==> config.mk <==
export PLATFORM = sky130hd
export DESIGN_NAME = adcclk_ctrl
export DESIGN_NICKNAME = d
export VERILOG_FILES = /design/src/adcclk_divider.v /design/src/adcclk_ctrl.v
export VERILOG_INCLUDE_DIRS = /design/src /design/src/src
export SDC_FILE = /design/constraint.sdc
export NUM_CORES = 1
export LEC_CHECK = 0
export ABC_AREA = 1
export BUFFER_PORTS_ARGS = -buffer_cell sky130_fd_sc_hd__clkbuf_2
export CORE_ASPECT_RATIO = 1.2
export CORE_MARGIN = 2
export CORE_UTILIZATION = 57
export DETAILED_ROUTE_END_ITERATION = 10
export GPL_TIMING_DRIVEN = 0
export PLACE_DENSITY = 0.8
export SLEW_MARGIN = 25
export SYNTH_ARGS = -nofsm -noshare
export SYNTH_HDL_FRONTEND = slang
export SYNTH_SLANG_ARGS = --single-unit
==> constraint.sdc <==
create_clock -name clk -period 3.5 [get_ports clk]
set_input_delay 0.35 -clock clk [delete_from_list [all_inputs] [get_ports clk]]
set_output_delay 0.35 -clock clk [all_outputs]
set_load 0.005 [all_outputs]
==> src/adcclk_regs.vh <==
// Register offsets, field positions, reset values and timing constants of the converter clock control
`ifndef ADCCLK_REGS_VH
`define ADCCLK_REGS_VH

// ***************************************
// Register map
// ***************************************
`define ADCCLK_ADDR_W           4
`define ADCCLK_OFF_TIMING       4'h0
`define ADCCLK_OFF_CTRL_TWO     4'h1
`define ADCCLK_OFF_CTRL         4'h2
`define ADCCLK_OFF_RESULT_RAW   4'h3
`define ADCCLK_OFF_RESULT_UNS   4'h4
`define ADCCLK_OFF_RESULT_SGN   4'h5
`define ADCCLK_OFF_STATUS       4'h6

// ***************************************
// Field positions
// ***************************************
`define ADCCLK_BIT_CLK_SRC      15
`define ADCCLK_BIT_EXT_SAMPLE_CONTROL     14
`define ADCCLK_BIT_RSVD         13
`define ADCCLK_AUTO_SAMPLE_PERIODS_HI          12
`define ADCCLK_AUTO_SAMPLE_PERIODS_LO          8
`define ADCCLK_DIV_HI           7
`define ADCCLK_DIV_LO           0
`define ADCCLK_BIT_ALT          0
`define ADCCLK_BIT_SPLIT        1
`define ADCCLK_BIT_REGBUF       2
`define ADCCLK_BIT_SAMPLE       0
`define ADCCLK_BIT_AUTO         1
`define ADCCLK_BIT_SIGNED       2

// ***************************************
// Reset values and limits
// ***************************************
`define ADCCLK_RST_TIMING       16'h0000
`define ADCCLK_RST_CTRL_TWO     3'h0
`define ADCCLK_RST_CTRL         3'h0
`define ADCCLK_DIV_MAX          8'h3F
`define ADCCLK_CONV_PERIODS     5'h0C

`endif

==> src/adcclk_divider.v <==
// Conversion period divider producing one-cycle period enables
`timescale 1ns/1ps
module adcclk_divider (
    input  wire       clk,
    input  wire       rst,
    input  wire       run,
    input  wire [7:0] divide,
    input  wire       tick_in,
    output wire       period_en
);
    reg  [7:0] cnt_ff;
    reg  [7:0] nxt_cnt;

    // Restart keeps the first period whole after sampling begins
    always @* begin
        nxt_cnt = cnt_ff;
        if (!run)
            nxt_cnt = 8'h00;
        else if (tick_in)
            nxt_cnt = (cnt_ff >= divide) ? 8'h00 : cnt_ff + 8'h01;
    end

    always @(posedge clk or posedge rst) begin
        if (rst)
            cnt_ff <= 8'h00;
        else
            cnt_ff <= nxt_cnt;
    end

    assign period_en = run && tick_in && (cnt_ff >= divide);
endmodule // adcclk_divider

==> src/adcclk_ctrl.v <==
// Converter clock, sampling sequence and result format control
`timescale 1ns/1ps
`include "adcclk_regs.vh"
module adcclk_ctrl (
    input  wire        clk,
    input  wire        rst,
    input  wire [3:0]  addr,
    input  wire [15:0] wdata,
    input  wire        wr_en,
    input  wire        rd_en,
    input  wire        rc_clk_pin,
    input  wire        cycle_tick,
    input  wire        result_valid,
    input  wire [10:0] result_code,
    input  wire        fill_half_in,
    output reg  [15:0] rdata,
    output reg         sampling,
    output reg         conv_start,
    output reg         use_set_b,
    output reg         rc_clock_selected,
    output reg         fill_half
);
    // ***************************************
    // State
    // ***************************************
    localparam [2:0] ST_IDLE = 3'b001;
    localparam [2:0] ST_SAMPLE_CONTROL = 3'b010;
    localparam [2:0] ST_CONV = 3'b100;

    reg  [2:0]  state_ff;
    reg  [2:0]  nxt_state;
    reg         clk_src_ff;
    reg  [4:0]  auto_sample_periods_ff;
    reg  [7:0]  div_ff;
    reg         alt_ff;
    reg         split_ff;
    reg         regbuf_ff;
    reg         sample_ff;
    reg         auto_ff;
    reg         signed_ff;
    reg  [4:0]  sample_control_cnt_ff;
    reg  [3:0]  conv_cnt_ff;
    reg         set_b_ff;
    reg  [10:0] raw_ff;
    reg  [15:0] uns_ff;
    reg  [15:0] sgn_ff;
    reg         rc_meta_ff;
    reg         rc_sync_ff;
    reg         rc_prev_ff;
    wire        period_en;
    wire        period_tick;
    wire        wr_timing;
    wire        wr_ctrl;
    wire        sample_control_done;
    wire        conv_done;

    function hit;
        input [3:0] a;
        input [3:0] off;
        begin
            hit = (a == off);
        end
    endfunction

    assign wr_timing = wr_en && hit(addr, `ADCCLK_OFF_TIMING);
    assign wr_ctrl   = wr_en && hit(addr, `ADCCLK_OFF_CTRL);

    // ***************************************
    // Clock source
    // ***************************************
    // RC pin is asynchronous, so only its synchronised rising edges count
    always @(posedge clk or posedge rst) begin
        if (rst) begin
            rc_meta_ff <= 1'b0;
            rc_sync_ff <= 1'b0;
            rc_prev_ff <= 1'b0;
        end else begin
            rc_meta_ff <= rc_clk_pin;
            rc_sync_ff <= rc_meta_ff;
            rc_prev_ff <= rc_sync_ff;
        end
    end

    // RC source skips the divider; system source divides instruction cycles
    assign period_tick = clk_src_ff ? (rc_sync_ff && !rc_prev_ff) : period_en;

    adcclk_divider u_div (
        .clk       (clk),
        .rst       (rst),
        .run       (!clk_src_ff && (state_ff != ST_IDLE)),
        .divide    (div_ff),
        .tick_in   (cycle_tick),
        .period_en (period_en)
    );

    // ***************************************
    // Registers
    // ***************************************
    always @(posedge clk or posedge rst) begin
        if (rst) begin
            clk_src_ff <= 1'b0;
            auto_sample_periods_ff    <= 5'h00;
            div_ff     <= 8'h00;
            alt_ff     <= 1'b0;
            split_ff   <= 1'b0;
            regbuf_ff  <= 1'b0;
            sample_ff  <= 1'b0;
            auto_ff    <= 1'b0;
            signed_ff  <= 1'b0;
        end else begin
            if (wr_timing) begin
                clk_src_ff <= wdata[`ADCCLK_BIT_CLK_SRC];
                auto_sample_periods_ff    <= wdata[`ADCCLK_AUTO_SAMPLE_PERIODS_HI:`ADCCLK_AUTO_SAMPLE_PERIODS_LO];
                // Reserved divider codes are clamped to the longest legal period
                div_ff     <= (wdata[`ADCCLK_DIV_HI:`ADCCLK_DIV_LO] > `ADCCLK_DIV_MAX) ?
                              `ADCCLK_DIV_MAX : wdata[`ADCCLK_DIV_HI:`ADCCLK_DIV_LO];
            end
            if (wr_en && hit(addr, `ADCCLK_OFF_CTRL_TWO)) begin
                alt_ff    <= wdata[`ADCCLK_BIT_ALT];
                split_ff  <= wdata[`ADCCLK_BIT_SPLIT];
                regbuf_ff <= wdata[`ADCCLK_BIT_REGBUF];
            end
            if (wr_ctrl) begin
                auto_ff   <= wdata[`ADCCLK_BIT_AUTO];
                signed_ff <= wdata[`ADCCLK_BIT_SIGNED];
            end
            // Auto mode ends sampling itself; a manual write wins over the auto clear
            if (wr_ctrl)
                sample_ff <= wdata[`ADCCLK_BIT_SAMPLE];
            else if (sample_control_done)
                sample_ff <= 1'b0;
        end
    end

    // ***************************************
    // Sampling sequence
    // ***************************************
    // Zero count ends at once; otherwise the tick that completes the count ends sampling
    assign sample_control_done = (state_ff == ST_SAMPLE_CONTROL) && auto_ff &&
                       ((auto_sample_periods_ff == 5'h00) || (period_tick && (sample_control_cnt_ff >= auto_sample_periods_ff - 5'h01)));
    assign conv_done = (state_ff == ST_CONV) && period_tick &&
                       ({1'b0, conv_cnt_ff} == `ADCCLK_CONV_PERIODS - 5'h01);

    always @* begin
        nxt_state = state_ff;
        case (state_ff)
            ST_IDLE: if (sample_ff) nxt_state = ST_SAMPLE_CONTROL;
            ST_SAMPLE_CONTROL: begin
                if (sample_control_done)
                    nxt_state = ST_CONV;
                else if (!auto_ff && !sample_ff)
                    nxt_state = ST_CONV;
            end
            ST_CONV: if (conv_done) nxt_state = ST_IDLE;
            default: nxt_state = ST_IDLE;
        endcase
    end

    always @(posedge clk or posedge rst) begin
        if (rst) begin
            state_ff    <= ST_IDLE;
            sample_control_cnt_ff <= 5'h00;
            conv_cnt_ff <= 4'h0;
            set_b_ff    <= 1'b0;
        end else begin
            state_ff <= nxt_state;
            if (state_ff != ST_SAMPLE_CONTROL)
                sample_control_cnt_ff <= 5'h00;
            else if (period_tick && sample_control_cnt_ff != 5'h1F)
                sample_control_cnt_ff <= sample_control_cnt_ff + 5'h01;
            if (state_ff != ST_CONV)
                conv_cnt_ff <= 4'h0;
            else if (period_tick)
                conv_cnt_ff <= conv_cnt_ff + 4'h1;
            if (!alt_ff)
                set_b_ff <= 1'b0;
            else if (conv_done)
                set_b_ff <= ~set_b_ff;
        end
    end

    // ***************************************
    // Outputs and result formats
    // ***************************************
    always @(posedge clk or posedge rst) begin
        if (rst) begin
            sampling          <= 1'b0;
            conv_start        <= 1'b0;
            use_set_b         <= 1'b0;
            rc_clock_selected <= 1'b0;
            fill_half         <= 1'b0;
            raw_ff            <= 11'h000;
            uns_ff            <= 16'h0000;
            sgn_ff            <= 16'h0000;
        end else begin
            sampling          <= (nxt_state == ST_SAMPLE_CONTROL);
            conv_start        <= (state_ff == ST_SAMPLE_CONTROL) && (nxt_state == ST_CONV);
            use_set_b         <= set_b_ff;
            rc_clock_selected <= clk_src_ff;
            fill_half         <= fill_half_in && split_ff && !regbuf_ff;
            if (result_valid) begin
                raw_ff <= result_code;
                uns_ff <= result_code[10] ? 16'h0000 : {result_code[9:0], 6'h00};
                sgn_ff <= {result_code[10], result_code[9:0], 5'h00};
            end
        end
    end

    always @(posedge clk or posedge rst) begin
        if (rst)
            rdata <= 16'h0000;
        else if (rd_en) begin
            case (addr)
                `ADCCLK_OFF_TIMING:     rdata <= {clk_src_ff, sample_ext(state_ff, sample_ff), 1'b0,
                                                  auto_sample_periods_ff, div_ff};
                `ADCCLK_OFF_CTRL_TWO:   rdata <= {13'h0000, regbuf_ff, split_ff, alt_ff};
                `ADCCLK_OFF_CTRL:       rdata <= {13'h0000, signed_ff, auto_ff, sample_ff};
                `ADCCLK_OFF_RESULT_RAW: rdata <= {5'h00, raw_ff};
                `ADCCLK_OFF_RESULT_UNS: rdata <= signed_ff ? sgn_ff : uns_ff;
                `ADCCLK_OFF_RESULT_SGN: rdata <= sgn_ff;
                `ADCCLK_OFF_STATUS:     rdata <= {11'h000, fill_half, set_b_ff, state_ff};
                default:                rdata <= 16'h0000;
            endcase
        end else
            rdata <= 16'h0000;
    end

    // Still sampling though software has dropped sample control
    function sample_ext;
        input [2:0] st;
        input       smp;
        begin
            sample_ext = (st == ST_SAMPLE_CONTROL) && !smp;
        end
    endfunction
endmodule // adcclk_ctrl

==> metrics.md, run 1 <==
| Metric | Value |
|---|---|
| Filler cells | `579` |
| Worst Path Required | `3.74 ns` |
| Area grow syn2layout | `13.9%` |
| FF-to-FF path depth | `12` |
| Pleak | `2.43 nW` |
| Post-CTS Setup Bufs | `0` |
| CTS Hold Bufs | `0` |
| Area leader, netlist | `dfrtp_1` |
| Commonest cells in the netlist | `nand2_1 (93), dfrtp_1 (85), inv_1 (80), o21ai_0 (41), nor2_1 (35)` |
| PwrDens | `469 nW/um2` |
| Main synth FF type | `dfrtp_1` |
| Clk_lat worst skew | `0.35 ns` |
| Critical Path Fanout Max | `4` |
| Critical R2R Launch | `auto_sample_periods_ff[0]` |
| Vias per Instance | `5.45` |
| Post-route total power | `2.21 mW` |
| Slowest-stage cell, CP | `dfrtp_1` |
| P_sw | `0.699 mW` |
| Reg-to-reg critical path endpoint | `sampling` |
| Register area | `2150 um2` |
| Synth Instances | `475` |
| Internal power | `1.51 mW` |
| Post-synthesis sequential area ratio | `52.0%` |
| Number of placement rows | `34` |
| Global route overflow | `0` |
| First-pass GRT wire length | `15.3 mm` |
| Clock Pin Slew Worst Setup and Hold Paths | `0.08 ns` |
| Slew at the pin closest to its max-slew limit | `0.577 ns` |
| #FFs+latches synth | `86` |
| Clock Skew | `0.00692 ns` |
| Area of the multi-input gates | `roughly 1600 um2` |
| Synth async-reset ratio | `100%` |
| Final Net Count | `601` |
| Period utilization | `67.7%` |
| Fin Setup TNS | `0 ns` |
| Maximum VDD drop | `0.267 mV` |
| Seq pwr share | `a little over half` |
| Top-count cell post-synth | `nand2_1` |
| Post-Route WL | `9.32 mm` |
| RSZ-0062 raised after global routing | `no` |
| Netlist Area Pre-Place | `4140 um2` |
| Vias in the first global route | `roughly 3.3k` |
| WL per Instance | `14.6 um` |
| EDFF count, synth | `0` |
| Cell mode on critical path | `nand2_1` |
| Hold Crit Class | `primary input to asynchronous set/reset pin` |
| Critical path type | `flip-flop to flip-flop` |
| Iteration-0 DRC Markers | `around 230` |
| CP cell instances | `inv_1, ha_1, nand3_1, xor2_1, ha_1, nand2_1, o311ai_0, nand2_1, nand2_1, nand2_1, nand2_1, nand2_1` |
| Fmax | `roughly 420 MHz` |
| Detailed-route DRC error count | `0` |
| Final setup fails | `0` |
| Syn avg cell area | `8.71 um2` |
| Die Y | `97.3 um` |
| Die W | `between 80 and 90 um` |
| Max-slew violations | `0` |
| Synthesized Nets | `532` |
| Outcome | `completed` |
| Area of the die | `7960 um2` |
| Top Ports | `60` |
| Root Buffer | `clkbuf_8` |
| Share of cells above drive strength 1 | `between 10% and 20%` |
| Resized Gates After CTS | `0` |
| Maximum clock insertion buffer count | `2` |
| Worst setup EP type | `flip-flop` |
| Port-buffer cells | `57` |
| Initial antenna violation count | `0` |
| CTS buffer count | `9` |
| First-pass DRT Iterations | `5` |
| Clock Power Share | `26.4%` |
| Final Util | `66.0%` |
| Antenna diodes | `0` |
| CTS tree | `done` |
| Detail Placement HPWL | `between 7 and 8 mm` |
| Fin crit period | `2.37 ns` |
| Max Cap Violations | `0` |
| Fin. Hold Viols | `0` |
| Synth top area cells | `dfrtp_1 (51%), nand2_1 (8.4%), inv_1 (7.3%), ha_1 (5.4%), o21ai_0 (5.0%)` |
| Sink Count | `86` |
| Initial Util | `between 50% and 60%` |
| Sw Share | `31.6%` |
| Synth warnings | `0` |
| Core Box Area | `7150 um2` |
| Reg2Reg Setup Slack | `between 1 and 1.5 ns` |
| GRT Total Usage | `between 20% and 30%` |
| Top-area cell type share of the netlist area | `roughly half` |
| Max stage delay on crit path | `0.41 ns` |
| Combinational share of power | `between 20% and 30%` |
| Relative slew slack | `61.5%` |
| DR vias | `3,480` |
| Routed Antenna Nets | `0` |
| Distinct cells, synth | `38` |
| Largest net degree at the start of global routing | `46` |
| Crit start category | `flip-flop` |
| # H-tree levels | `3` |
| RD Place Congestion | `0.930` |
| Critical path arrival | `2.61 ns` |
==> placed cells by master, fill, tap and decap left out, types with 2 or more instances in the layout <==
master	n
clkbuf_2	57
nand4_1	4
clkbuf_8	9
clkbuf_1	7
o21ai_0	41
o221ai_1	6
inv_1	79
dfrtp_1	85
ha_1	18
nor2_2	4
a21oi_1	16
clkinvlp_4	2
a211oi_1	3
nand2_1	93
xnor2_1	2
nand2_2	4
nor2_1	35
xor2_1	7
clkinv_2	2
nand3_1	24
a31oi_1	3
o22ai_1	25
==> registers in the layout, summed over array words and instances (netlist names), 3 cells and up <==
name                    cells
uns_ff                     10
state_ff                    3
conv_cnt_ff                 4
div_ff                      8
sample_control_cnt_ff       5
sgn_ff                     11
u_div.cnt_ff                8
auto_sample_periods_ff      5
rdata                      16
==> critical path, delay by kind of cell, from the launching register on <==
kind | cells | cell delay, ns
AND/OR/NAND/NOR | 7 | 0.61
flip-flops | 1 | 0.41
adder cells (fa/ha/maj) | 2 | 0.54
AO/OA/AOI/OAI | 1 | 0.41
XOR/XNOR | 1 | 0.16
buffers and inverters | 1 | 0.13
==> layout make-up <==
class / instances / share of cell area, %
plain buffers: 8 / 0.902
clock buffers: 11 / 2.79
clock inverters: 4 / 0.531
inverters: 82 / 6.58
multi-input cells: 299 / 34.7
flip-flops and latches: 86 / 45.7
well taps: 90 / 2.39
repair buffers: 58 / 6.48
==> worst max-delay path by stage <==
stage                              startpoint          end  cells after the start
global route        auto_sample_periods_ff[0]  state_ff[1]                     12
global placement                          rst    rdata[15]                      2
CTS                 auto_sample_periods_ff[0]     sampling                     12
floorplan                                 rst       alt_ff                      1
detailed placement  auto_sample_periods_ff[0]     sampling                     12
finish              auto_sample_periods_ff[0]     sampling                     12
==> logic make-up (layout without fill, tap and decap cells) <==
logic type	count (synthesis)	in the layout	synth area share, %
flip-flops	86	86	52.0
AND/OR/NAND/NOR	172	172	18.1
AO/OA/AOI/OAI	100	100	14.0
adder cells (fa/ha/maj)	18	18	5.44
buffers and inverters	90	163	8.47
XOR/XNOR	9	9	1.91
==> through the flow <==
stage	hold WS (ns)	area, um2	setup slack (ns)	std cells
CTS	0.0675	4710	1.18	638
floorplan	0.331	4140	0.930	475
finish	0.0437	4710	1.13	638
global route	0.0777	4710	0.962	638
detailed placement	0.337	4560	1.20	623
global placement	0.333	4540	0.0441	622
==> layer usage <==
metal / global-route usage (%) / wire length (um)
met4: 9.10 / 223
met5: 0 / 0
met3: 6.51 / 610
met2: 39.5 / 4500
met1: 33.7 / 3990
==> power groups by stage <==
stage	Clock [mW]	Sequential (mW)	Combinational (mW)
after floorplan	0	1.18	0.304
after global placement	0	1.19	0.421
after detailed placement	0	1.19	0.444
after CTS	0.592	1.17	0.450
after global routing	0.644	1.19	0.512
final	0.584	1.18	0.452
Note: power is estimated with default switching activity, not from simulation.
==> run 2: changes to the inputs <==
==> constraint.sdc (replaced) <==
create_clock -name clk -period 2.25 [get_ports clk]
set_input_delay 0.225 -clock clk [delete_from_list [all_inputs] [get_ports clk]]
set_output_delay 0.225 -clock clk [all_outputs]
set_load 0.005 [all_outputs]
==> run 2 against run 1 <==
Effect of this change:
- sequential power up 55%
- setup slack worse by 1.0 ns
- clock-buffer cell count down 1
==> metrics.md, run 2 (synthesized netlist as in run 1, its figures left out) <==
| Metric | Value |
|---|---|
| WL per Instance | `roughly 15 um` |
| Commonest non-fill, non-tap cells in the layout | `nand2_1 (92), dfrtp_1 (85), inv_1 (77)` |
| Largest net degree at the start of global routing | `34` |
| Max stage delay on crit path | `0.41 ns` |
| Port-buffer cells | `57` |
| Detail Placement HPWL | `7.36 mm` |
| GRT Total Usage | `26.8%` |
| Initial Util | `57.9%` |
| DR vias | `3,577` |
| Core Box Area | `7150 um2` |
| Worst path bufs/invs | `1` |
| First-pass DRT Iterations | `5` |
| Share of cells above drive strength 1 | `18.1%` |
| Relative slew slack | `between 60% and 70%` |
| RD Place Congestion | `0.919` |
| Post-Route WL | `9.90 mm` |
| Routed Antenna Nets | `0` |
| Most common cell after layout, fill and taps aside | `nand2_1` |
| CTS buffer count | `9` |
| Most flops, register | `rdata` |
| Cell mode on critical path | `nand2_1` |
| Max Cap Violations | `0` |
| Finished Layout Cells | `643` |
| Clock Pin Slew Worst Setup and Hold Paths | `0.08 ns` |
| Pleak | `around 2.5 nW` |
| Hold Crit Class | `primary input to flip-flop` |
| Antenna diodes | `0` |
| Area of the die | `around 8000 um2` |
| Clk_lat worst skew | `0.36 ns` |
| Slew at the pin closest to its max-slew limit | `0.589 ns` |
| Clock Skew | `0.00922 ns` |
| Maximum clock insertion buffer count | `2` |
| Die W | `a little over 80 um` |
| Maximum VDD drop | `0.523 mV` |
| Sink Count | `86` |
| Critical Path Fanout Max | `4` |
| Max reg flops | `16` |
| Final Net Count | `605` |
| Critical path type | `flip-flop to flip-flop` |
| Outcome | `completed` |
| CTS tree | `done` |
| Dpl cells | `624` |
| Period utilization | `between 90% and 100%` |
| Dpl ws | `-0.0662 ns` |
| Worst setup EP type | `flip-flop` |
| Top Ports | `60` |
| Vias in the first global route | `~3.5k` |
| CP cell instances | `inv_2, ha_4, nand3_1, xor2_1, ha_1, a21oi_1, o21a_1, o311ai_2, nand2_1, nand2_1, nand2_2, nand2_1, nand2_1` |
| Root Buffer | `clkbuf_8` |
| Slowest-stage cell, CP | `dfrtp_1` |
| Final setup fails | `0` |
| Worst hold slack | `between 0.08 and 0.09 ns` |
| Worst Path Required | `2.54 ns` |
| Initial antenna violation count | `0` |
| Number of placement rows | `34` |
| Critical path arrival | `approximately 2.5 ns` |
| Vias per Instance | `5.56` |
| Fin Setup TNS | `0 ns` |
| Detailed-route DRC error count | `0` |
| Die Y | `97.3 um` |
| Fin crit period | `2.16 ns` |
| Fmax | `462 MHz` |
| Area grow syn2layout | `17.4%` |
| Post-route setup slack | `0.0856 ns` |
| Delay-heaviest family, CP | `adder cells` |
| Global route overflow | `0` |
| Fin. Hold Viols | `0` |
| Filler cells | `578` |
| Largest regs | `rdata x16, sgn_ff x11, uns_ff x10` |
| Max-slew violations | `0` |
| Crit start category | `flip-flop` |
| PwrDens | `783 nW/um2` |
| First-pass GRT wire length | `16.4 mm` |
| # H-tree levels | `3` |
| Iteration-0 DRC Markers | `350` |
==> run 2: cell count changes in the layout (fill, tap and decap cells not counted), sizes merged <==
cell,previous run,this run
dlygate4sd3,0,2
clkbuf,73,72
clkinv,3,1
clkinvlp,2,3
inv,81,82
bufinv,0,2
buf,4,6
==> run 2: area by class of cell <==
cell class | instances | area, um2 | area share, %
Sequential cell | 86 | 2150 | 44.3
Buffer | 8 | 42.5 | 0.875
Timing Repair Buffer | 62 | 353 | 7.26
Clock inverter | 6 | 92.6 | 1.91
Clock buffer | 10 | 138 | 2.83
Inverter | 82 | 312 | 6.41
Tap cell | 90 | 113 | 2.32
Multi-Input combinational cell | 299 | 1660 | 34.1
==> run 2: final timing paths <==
path	from	end	slack, ns	cells past startpoint
max in group asynchronous	rst	u_div.cnt_ff[3]	1.22	4
max reg2reg	auto_sample_periods_ff[0]	sampling	0.09	13
min	wdata[10]	auto_sample_periods_ff[2]	0.08	3
min in group asynchronous	rst	rdata[2]	0.47	3
max	auto_sample_periods_ff[0]	sampling	0.09	13
min reg2reg	rc_meta_ff	rc_sync_ff	0.35	0
==> run 2: metrics by stage <==
step | area [um2] | power (mW) | utilization, %
after floorplan | 4140 | 2.30 | -
after global placement | 4540 | 2.51 | 63.5
after detailed placement | 4580 | 2.55 | 64.1
after CTS | 4830 | 3.79 | 67.6
after global routing | 4860 | 4.00 | 68.0
final | 4860 | 3.81 | 68.0
==> run 2: power breakdown <==
part / total, mW / leakage [nW] / internal, mW / switching, mW
clock: 1.23 / 0.110 / 0.663 / 0.569
combinational: 0.747 / 1.26 / 0.266 / 0.480
sequential: 1.83 / 1.11 / 1.72 / 0.110
total: 3.81 / 2.48 / 2.65 / 1.16
==> run 2: metal layers <==
layer,vias up,global-route usage [%],share of wire [%]
met2,144,41.3,49
met5,-,0,0
met3,34,4.09,5.8
met4,0,12.4,3.4
li1,1708,-,-
met1,1691,36.9,42
==> run 2: worst register-to-register path: stages (launching register included) <==
cell and delay [ns]:
dfrtp_1 0.41, inv_2 0.11, ha_4 0.15, nand3_1 0.09
xor2_1 0.17, ha_1 0.33, a21oi_1 0.17, o21a_1 0.17
o311ai_2 0.11, nand2_1 0.08, nand2_1 0.06, nand2_2 0.09
nand2_1 0.07, nand2_1 0.07
==> run 2: what timing repair did <==
action	in CTS	in global routing
buffers inserted	0	1
resized for setup	2	5
hold buffers	2	0
hold endpoints to repair	25	0
pin swaps	0	1
endpoints found under the setup margin	4	5
